===== src/hw/ecl_params.svh =====
// Purpose: Constants of the external memory configuration loader
// Assumes: Byte addresses on the register bus, 40 MHz core clock
// Notes:   Definitions only
`ifndef ECL_PARAMS_SVH
`define ECL_PARAMS_SVH
// Configuration byte addresses at the top of external space
`define ECL_CFG0_ADDR    24'hfffff8
`define ECL_CFG1_ADDR    24'hfffff9
// Register byte offsets
`define ECL_REG_CFG0     8'h00
`define ECL_REG_CFG1     8'h04
`define ECL_REG_STAT     8'h08
`define ECL_REG_CALC     8'h0c
`define ECL_REG_RES      8'h10
// Byte zero fields
`define ECL_B0_GWAIT_HI  6
`define ECL_B0_GWAIT_LO  5
`define ECL_B0_SEL_HI    3
`define ECL_B0_SEL_LO    2
`define ECL_B0_PAGE      1
// Byte one fields
`define ECL_B1_CODE32    7
`define ECL_B1_FRAME     4
`define ECL_B1_R1_ONE    3
`define ECL_B1_R1W_HI    2
`define ECL_B1_R1W_LO    1
`define ECL_B1_MIRROR_N  0
// Timing: clocks per state, worst case fetch of 2 states plus 3 waits
`define ECL_CLK_PER_STATE 2
`define ECL_FETCH_STATES  5
`define ECL_FETCH_CYC     (`ECL_FETCH_STATES * `ECL_CLK_PER_STATE)
`define ECL_SYNC_LAT      2
`define ECL_FETCH_LAST    5'd11
// Memory signal select codes
`define ECL_SEL_256K      2'b00
`define ECL_SEL_128K      2'b01
`define ECL_SEL_SPLIT     2'b11
`endif


===== src/hw/ecl_pkg.sv =====
// Purpose: Types of the external memory configuration loader
// Assumes: Used by ecl_config_loader only
// Notes:   Constants live in ecl_params.svh
package ecl_pkg;
    // Reset-time load sequence, one-hot
    typedef enum logic [4:0] {
        ST_IDLE = 5'b00001,
        ST_F0A  = 5'b00010,
        ST_F0B  = 5'b00100,
        ST_F1   = 5'b01000,
        ST_DONE = 5'b10000
    } ecl_state_t;
endpackage


===== src/hw/ecl_config_loader.sv =====
// Purpose: Fetch two configuration bytes at reset and apply memory bus setup
// Assumes: AHB-Lite slave, one clock, pins synchronised in two stages
// Notes:   Settings freeze once loaded, until the next reset
//
// The register addresses and register access over AHB-Lite were left to the implementer.
`timescale 1ns/1ps
`include "ecl_params.svh"

module ecl_config_loader (
    // Clock, reset, enable
    input  wire logic        core_clk_in,
    input  wire logic        rst_in,
    input  wire logic        ce_in,
    // AHB-Lite slave
    input  wire logic        hsel_in,
    input  wire logic [31:0] haddr_in,
    input  wire logic [1:0]  htrans_in,
    input  wire logic        hwrite_in,
    input  wire logic [2:0]  hsize_in,
    input  wire logic [31:0] hwdata_in,
    input  wire logic        hready_in,
    output logic      [31:0] hrdata_out,
    output logic             hreadyout_out,
    output logic             hresp_out,
    // Pins and on-chip configuration source
    input  wire logic        external_access_n_in,
    input  wire logic        port2_bit1_in,
    input  wire logic [7:0]  ext_data_in,
    input  wire logic [7:0]  onchip_cfg0_in,
    input  wire logic [7:0]  onchip_cfg1_in,
    // External fetch
    output logic      [23:0] ext_addr_out,
    output logic             program_store_strobe_n_out,
    // Applied settings, done flag and state tick
    output logic             cfg_done_out,
    output logic             page_mode_out,
    output logic             port1_bit7_a17_out,
    output logic             port3_bit7_a16_out,
    output logic             port3_bit7_rd_out,
    output logic             prog_strobe_reads_all_out,
    output logic      [1:0]  general_wait_out,
    output logic      [2:0]  region1_wait_out,
    output logic      [2:0]  stack_bytes_out,
    output logic             code_32k_out,
    output logic             code_mirror_en_out,
    output logic             prefetch_en_out,
    output logic             wide_fetch_out,
    output logic             state_tick_out
);

    // ****************************************************
    // Pin synchronisers
    // ****************************************************
    logic [9:0] sync1_r;
    logic [9:0] sync2_r;
    logic       acc_s;
    logic       p21_s;
    logic [7:0] data_s;
    assign acc_s  = sync2_r[9];
    assign p21_s  = sync2_r[8];
    assign data_s = sync2_r[7:0];

    // First stage feeds only the second stage
    always_ff @(posedge core_clk_in or posedge rst_in) begin
        if (rst_in) begin
            sync1_r <= 10'h3ff;
            sync2_r <= 10'h3ff;
        end else if (ce_in) begin
            sync1_r <= {external_access_n_in, port2_bit1_in, ext_data_in};
            sync2_r <= sync1_r;
        end
    end

    // ****************************************************
    // Load sequence
    // ****************************************************
    ecl_pkg::ecl_state_t st_r, st_nxt;
    logic [4:0]  cnt_r, cnt_nxt;
    logic [7:0]  cfg0_r, cfg0_nxt;
    logic [7:0]  cfg1_r, cfg1_nxt;
    logic        page_r, page_nxt;
    logic        ext_r, ext_nxt;
    logic [23:0] addr_r, addr_nxt;
    logic        strb_r, strb_nxt;
    logic        last;
    // Data is read through the synchroniser, so the strobe is held 2 extra clocks
    assign last = (cnt_r == `ECL_FETCH_LAST);

    always_comb begin
        st_nxt   = st_r;
        cnt_nxt  = cnt_r;
        cfg0_nxt = cfg0_r;
        cfg1_nxt = cfg1_r;
        page_nxt = page_r;
        ext_nxt  = ext_r;
        addr_nxt = addr_r;
        strb_nxt = 1'b1;
        case (st_r)
            ecl_pkg::ST_IDLE: begin
                cnt_nxt = cnt_r + 5'd1;
                if (cnt_r == 5'(`ECL_SYNC_LAT)) begin
                    cnt_nxt = 5'd0;
                    if (acc_s) begin
                        cfg0_nxt = onchip_cfg0_in;
                        cfg1_nxt = onchip_cfg1_in;
                        page_nxt = ~onchip_cfg0_in[`ECL_B0_PAGE];
                        st_nxt   = ecl_pkg::ST_DONE;
                    end else begin
                        ext_nxt  = 1'b1;
                        addr_nxt = `ECL_CFG0_ADDR;
                        strb_nxt = 1'b0;
                        st_nxt   = ecl_pkg::ST_F0A;
                    end
                end
            end
            ecl_pkg::ST_F0A, ecl_pkg::ST_F0B, ecl_pkg::ST_F1: begin
                cnt_nxt  = cnt_r + 5'd1;
                // Strobe high one clock between fetches, so each is a bus cycle
                strb_nxt = last;
                if (last) begin
                    cnt_nxt = 5'd0;
                    if (st_r == ecl_pkg::ST_F0A) begin
                        page_nxt = ~p21_s;
                        st_nxt   = ecl_pkg::ST_F0B;
                    end else if (st_r == ecl_pkg::ST_F0B) begin
                        cfg0_nxt = data_s;
                        addr_nxt = `ECL_CFG1_ADDR;
                        st_nxt   = ecl_pkg::ST_F1;
                    end else begin
                        cfg1_nxt = data_s;
                        st_nxt   = ecl_pkg::ST_DONE;
                    end
                end
            end
            ecl_pkg::ST_DONE: st_nxt = ecl_pkg::ST_DONE;
            default: st_nxt = ecl_pkg::ST_IDLE;
        endcase
    end

    // Sequence registers
    always_ff @(posedge core_clk_in or posedge rst_in) begin
        if (rst_in) begin
            st_r   <= ecl_pkg::ST_IDLE;
            cnt_r  <= 5'd0;
            cfg0_r <= 8'hff;
            cfg1_r <= 8'hff;
            page_r <= 1'b0;
            ext_r  <= 1'b0;
            addr_r <= 24'h000000;
            strb_r <= 1'b1;
        end else if (ce_in) begin
            st_r   <= st_nxt;
            cnt_r  <= cnt_nxt;
            cfg0_r <= cfg0_nxt;
            cfg1_r <= cfg1_nxt;
            page_r <= page_nxt;
            ext_r  <= ext_nxt;
            addr_r <= addr_nxt;
            strb_r <= strb_nxt;
        end
    end
    assign ext_addr_out               = addr_r;
    assign program_store_strobe_n_out = strb_r;

    // ****************************************************
    // Applied settings, loaded once
    // ****************************************************
    logic [15:0] set_r, set_nxt;
    logic [2:0]  stk_r, stk_nxt;
    logic        done_r, done_nxt;
    logic [1:0]  sel;
    assign sel = {cfg0_r[`ECL_B0_SEL_HI], cfg0_r[`ECL_B0_SEL_LO]};

    // Reserved byte one bits are not checked; the source keeps them set
    always_comb begin
        set_nxt  = set_r;
        stk_nxt  = stk_r;
        done_nxt = done_r;
        if (st_r == ecl_pkg::ST_DONE && !done_r) begin
            done_nxt     = 1'b1;
            set_nxt[0]   = page_r;
            set_nxt[1]   = (sel == `ECL_SEL_256K);
            set_nxt[2]   = (sel == `ECL_SEL_256K) || (sel == `ECL_SEL_128K);
            set_nxt[3]   = (sel == `ECL_SEL_SPLIT);
            set_nxt[4]   = (sel != `ECL_SEL_SPLIT);
            set_nxt[6:5] = ~{cfg0_r[`ECL_B0_GWAIT_HI], cfg0_r[`ECL_B0_GWAIT_LO]};
            // Field waits plus the legacy single wait, up to four
            set_nxt[9:7] = {1'b0, ~cfg1_r[`ECL_B1_R1W_HI], ~cfg1_r[`ECL_B1_R1W_LO]}
                         + {2'b00, ~cfg1_r[`ECL_B1_R1_ONE]};
            set_nxt[10]  = cfg1_r[`ECL_B1_FRAME];
            set_nxt[11]  = cfg1_r[`ECL_B1_CODE32];
            set_nxt[12]  = ~cfg1_r[`ECL_B1_MIRROR_N];
            stk_nxt      = cfg1_r[`ECL_B1_FRAME] ? 3'd4 : 3'd2;
            set_nxt[13]  = ext_r;
            set_nxt[14]  = ~ext_r;
            set_nxt[15]  = 1'b0;
        end
    end

    // Settings registers
    always_ff @(posedge core_clk_in or posedge rst_in) begin
        if (rst_in) begin
            set_r  <= 16'h0000;
            stk_r  <= 3'd2;
            done_r <= 1'b0;
        end else if (ce_in) begin
            set_r  <= set_nxt;
            stk_r  <= stk_nxt;
            done_r <= done_nxt;
        end
    end
    assign cfg_done_out       = done_r;
    assign page_mode_out      = set_r[0];
    assign port1_bit7_a17_out = set_r[1];
    assign port3_bit7_a16_out = set_r[2];
    assign port3_bit7_rd_out  = set_r[3];
    assign prog_strobe_reads_all_out = set_r[4];
    assign general_wait_out   = set_r[6:5];
    assign region1_wait_out   = set_r[9:7];
    assign stack_bytes_out    = stk_r;
    assign code_32k_out       = set_r[11];
    assign code_mirror_en_out = set_r[12];
    assign prefetch_en_out    = set_r[13];
    assign wide_fetch_out     = set_r[14];

    // ****************************************************
    // State tick and throughput estimate
    // ****************************************************
    logic        tick_r, tick_nxt;
    logic [16:0] calc_r, calc_nxt;
    logic [7:0]  res_r, res_nxt;
    logic [7:0]  fetch_st;

    // Fetch-limited states: one per byte paged, else two plus the waits
    always_comb begin
        tick_nxt = ~tick_r;
        fetch_st = 8'(calc_r[2:0]) * (set_r[0] ? 8'd1 : 8'(2 + set_r[6:5]));
        if (calc_r[16])
            fetch_st = 8'd0;
        res_nxt = (calc_r[15:8] > fetch_st) ? calc_r[15:8] : fetch_st;
    end
    assign state_tick_out = tick_r;

    // ****************************************************
    // AHB-Lite slave
    // ****************************************************
    logic        wr_pend_r, wr_pend_nxt;
    logic [7:0]  wr_addr_r, wr_addr_nxt;
    logic [31:0] rdata_r, rdata_nxt;
    logic        ap;
    assign ap = hsel_in && htrans_in[1] && hready_in;

    // Reads answer with zero wait; unmapped offsets read zero, writes drop
    always_comb begin
        wr_pend_nxt = ap && hwrite_in;
        wr_addr_nxt = haddr_in[7:0];
        calc_nxt    = calc_r;
        rdata_nxt   = rdata_r;
        if (wr_pend_r && wr_addr_r == `ECL_REG_CALC)
            calc_nxt = hwdata_in[16:0];
        if (ap && !hwrite_in) begin
            case (haddr_in[7:0])
                `ECL_REG_CFG0: rdata_nxt = {24'h000000, cfg0_r};
                `ECL_REG_CFG1: rdata_nxt = {24'h000000, cfg1_r};
                `ECL_REG_STAT: rdata_nxt = {15'h0000, done_r, set_r};
                `ECL_REG_CALC: rdata_nxt = {15'h0000, calc_r};
                `ECL_REG_RES:  rdata_nxt = {24'h000000, res_r};
                default:       rdata_nxt = 32'h00000000;
            endcase
        end
    end

    // Bus and estimate registers
    always_ff @(posedge core_clk_in or posedge rst_in) begin
        if (rst_in) begin
            wr_pend_r     <= 1'b0;
            wr_addr_r     <= 8'h00;
            calc_r        <= 17'h00000;
            rdata_r       <= 32'h00000000;
            res_r         <= 8'h00;
            tick_r        <= 1'b0;
            hreadyout_out <= 1'b0;
            hresp_out     <= 1'b0;
        end else if (ce_in) begin
            wr_pend_r     <= wr_pend_nxt;
            wr_addr_r     <= wr_addr_nxt;
            calc_r        <= calc_nxt;
            rdata_r       <= rdata_nxt;
            res_r         <= res_nxt;
            tick_r        <= tick_nxt;
            hreadyout_out <= 1'b1;
            hresp_out     <= 1'b0;
        end
    end
    assign hrdata_out = rdata_r;
endmodule // ecl_config_loader


===== config.mk =====
export PLATFORM = sky130hd
export DESIGN_NAME = ecl_config_loader
export DESIGN_NICKNAME = d
export VERILOG_FILES = /design/src/hw/ecl_pkg.sv /design/src/hw/ecl_config_loader.sv
export VERILOG_INCLUDE_DIRS = /design/src /design/src/hw
export SDC_FILE = /design/constraint.sdc
export NUM_CORES = 1
export LEC_CHECK = 0
export ABC_AREA = 0
export BUFFER_PORTS_ARGS = -buffer_cell sky130_fd_sc_hd__buf_2
export CELL_PAD_IN_SITES_DETAIL_PLACEMENT = 0
export CELL_PAD_IN_SITES_GLOBAL_PLACEMENT = 1
export CORE_ASPECT_RATIO = 1.4
export CORE_MARGIN = 1.5
export CORE_UTILIZATION = 37
export CTS_CLUSTER_SIZE = 40
export DETAILED_ROUTE_END_ITERATION = 8
export PLACE_DENSITY = 0.87
export SLEW_MARGIN = 15
export SYNTH_ARGS = -nofsm -noshare
export SYNTH_HDL_FRONTEND = slang
export SYNTH_SLANG_ARGS = --single-unit

===== constraint.sdc =====
create_clock -name core_clk_in -period 3.52 [get_ports core_clk_in]
set_input_delay 0.176 -clock core_clk_in [delete_from_list [all_inputs] [get_ports core_clk_in]]
set_output_delay 0.176 -clock core_clk_in [all_outputs]
set_load 0.03 [all_outputs]

==> flow_summary_export.csv <==
group,metric,value,unit
global_route,grt_pass1_vias,4632,
synthesis,yosysWarnings,0,
clocking,clk_latency,420,ps
sta,finalMaxSlewViolations,0,
cells_and_area,instances_no_fill,947,
cells_and_area,regArea,3079,um^2
synthesis,ys_top_cells_by_count,"dfrtp_1, nand2_1, mux2_2, buf_4, dfstp_2",
clocking,cts_made_buffers,17,
power_and_ir_drop,peakVddDrop,349.2,uV
setup_path,arrival,3770,ps
die,fp.dieH,159.1,um
sta,fin_crit_sh,0.9755,
cells_and_area,areaGrowthSynthToFinish,26.09,%
sta,slew_headroom,0.2447,
synthesis,syn-cell-area,6436,um^2
drt,ant_nets,0,
synthesis,synth-main-ff-cell,"dfrtp_1",
power_and_ir_drop,cellPowerDensity,687.8,nW/um^2
cells_and_area,finalInstanceArea,8115,um^2
synthesis,yosysMostFrequentCell,"dfrtp_1",
sta,setup_viol,0,
flow_run,drv_cap,0,
drt,avgViaCountPerCell,4.949,
synthesis,synth_top_area_frac,0.3188,
power_and_ir_drop,p_seq_frac,0.366,
clocking,htree_num_levels,4,
sta,tightestPinTransition,1123,ps
placed_design,post-dp-hpwl,11300,um
clocking,clk_pin_slew_worst_paths,50,ps
synthesis,postSynthCellCount,569,
clocking,cts_buffer_depth,2,
outcome,status,"finished, final reports clean",
synthesis,synth_cell_types,73,
setup_path,worstSetupEndpointType,"register",
power_and_ir_drop,p_leak,0.003769,uW
hold_path,holdCritPathClass,"input port to register",
die,die_w,114.5,um
global_route,grt_max_degree,68,
die,fp-row-count,56,
drt,routed_wl,15860,um
clocking,cts_sinks,121,
synthesis,synthArstFlopShare,1.000,
die,ios,179,
cells_and_area,diodes,0,
die,dieArea,18210,um^2
die,fp.coreArea,16890,um^2
sta,final.min_clock_period,3434,ps
setup_path,required,3860,ps
power_and_ir_drop,p_int,3628,uW
drt,wl_per_cell,16.75,um
synthesis,syn_area_per_cell,11.31,um^2
cells_and_area,nNetsFinal,820,
clocking,cts_tree,"built",
drt,drcViolationCount,0,
power_and_ir_drop,pwr-share-clk,0.333,
synthesis,synthTopCellsByArea,"dfrtp_1, dfstp_2, mux2_2, buf_4, nand2_1",
power_and_ir_drop,switching_share,0.3500,
placed_design,placed_cells,881,
placed_design,io_buffers,116,
sta,hold_viol,0,
drt,vias,4687,
sta,finClkSkew,5.482,ps
synthesis,synth-edff-count,0,
setup_path,start_kind,"register",
cells_and_area,nFillCells,1544,
drt,drtPass1Iterations,4,
cells_and_area,multi_input_area,3064,um^2
global_route,grtUsageTotal,0.1781,
drt,drtIter0Drc,222,
synthesis,synth_seq_area_share,0.4780,
placed_design,gp_congestion,0.8210,
sta,rsz0062_at_grt,"yes",
power_and_ir_drop,power.switching,1953,uW
die,start_util,0.3811,
setup_path,crit_fanout,5,
cells_and_area,drive_above_1_share,0.4364,
sta,max_freq,291.2,MHz
setup_path,critical_path_class,"register to register",
global_route,grt_antenna_before_repair,0,
power_and_ir_drop,comb_power_share,0.302,
synthesis,yosys.area.top_type,"dfrtp_1",
global_route,grt.overflow.total,0,
synthesis,synth-seq-cells,121,
global_route,grt_pass1_wl,24700,um
placed_design,dpl-instance-area,7044,um^2
clocking,cts_root_buffer,"clkbuf_16",
## flip-flops by register name (all words and copies together) (netlist names), 2 cells and up
signal	cells
calc_r	17
hrdata_out	17
set_r	15
sync1_r	10
sync2_r	10
cfg0_r	8
cfg1_r	8
res_r	8
wr_addr_r	8
cnt_r	5
st_r	5
ext_addr_out	2
## cell type report
cell class,instances,share of cell area
Clock buffer,24,0.06059
Multi-Input combinational cell,388,0.3776
Sequential cell,121,0.3794
Timing Repair Buffer,158,0.1215
Tap cell,232,0.03577
Clock inverter,8,0.01727
Inverter,16,0.007863
## critical path, cell delays in order (launching register included)
cell and delay, ps:
dfrtp_2 450, nor2_4 110, nand2_2 70, fa_1 530, inv_1 40, ha_2 190, fa_2 370, xor2_2 210
nand2_2 100, ha_4 190, a2111o_1 420, mux2_4 330, a21o_1 170, a31oi_1 170
## path summary, 6_finish.rpt
| path | from | slack, ps | endpoint | depth (start not counted) |
|---|---|---|---|---|
| setup / recovery | set_r[0]$_DFFE_PP0P_ | 90 | res_r[2]$_DFFE_PP0P_ | 13 |
| hold / removal | ext_data_in[6] | 6 | sync1_r[6]$_DFFE_PP1P_ | 2 |
| setup reg to reg | set_r[0]$_DFFE_PP0P_ | 90 | res_r[2]$_DFFE_PP0P_ | 13 |
| hold reg to reg | state_tick_out$_DFFE_PP0P_ | 460 | state_tick_out$_DFFE_PP0P_ | 1 |
| max in group asynchronous | rst_in | 2350 | cfg1_r[5]$_DFFE_PP1P_ | 4 |
| min in group asynchronous | rst_in | 350 | hrdata_out[12]$_DFFE_PP0P_ | 3 |
## cells by family after synthesis
| logic type | share of synthesized area |
|---|---|
| XOR/XNOR | 0.01244 |
| buffers and inverters | 0.07406 |
| flip-flops | 0.4780 |
| AO/OA/AOI/OAI | 0.1168 |
| multiplexers | 0.1641 |
| adder cells (fa/ha/maj) | 0.03538 |
| AND/OR/NAND/NOR | 0.1186 |
| other | 0.0005826 |
## timing repair
item / 4_1_cts / 5_1_grt
resized for setup: 5 / 19
cloned: 0 / 1
endpoints found under the hold margin: 51 / 0
hold buffers: 31 / 0
buffers inserted: 0 / 2
endpoints found under the setup margin: 6 / 6
pin swaps: 1 / 16
## per-stage QoR
| step | TNS [ps] | power (uW) | utilization | setup slack, ps | hold WS [ps] |
|---|---|---|---|---|---|
| finish | 0 | 5581 | 0.4806 | 86.07 | 5.530 |
| global placement | -185.1 | 3658 | 0.4172 | -47.65 | 253.4 |
| CTS | 0 | 5590 | 0.4741 | 14.34 | 0.4942 |
| global route | -110.2 | 5861 | 0.4806 | -63.84 | 4.575 |
| detailed placement | -504.5 | 3697 | 0.4172 | -116.6 | 254.8 |
| floorplan | 0 | 3351 | - | 12.80 | 292.1 |
## routing by layer
layer | routed length [um] | vias to the layer above | part of all wire | track usage
met5 | 0 | - | 0 | 0
met4 | 315 | 0 | 0.020 | 0.06250
met3 | 736 | 25 | 0.046 | 0.04530
met2 | 8239 | 118 | 0.52 | 0.3078
met1 | 6571 | 2314 | 0.41 | 0.2124
li1 | - | 2230 | - | -
## power groups by stage
stage	sequential [uW]	combinational [uW]	clock, uW
6_report	2040	1680	1860
4_1_cts	2030	1680	1880
5_1_grt	2090	1830	1950
3_3_place_gp	2030	1620	0
3_5_place_dp	2050	1650	0
2_1_floorplan	2110	1240	0
## cells in the final DEF (no fill, tap or decap), drive strengths merged, types with 7 or more instances in the layout
master         n
o21ai         39
dfstp         39
buf          127
a21oi          7
conb          19
a31oi         16
mux2i         17
inv           15
dlygate4sd3   31
mux2          74
nor2b          8
nand3         17
dfrtp         82
ha            15
clkbuf        24
nand2         70
nor2          26
Power figures use the tool's default switching activity.
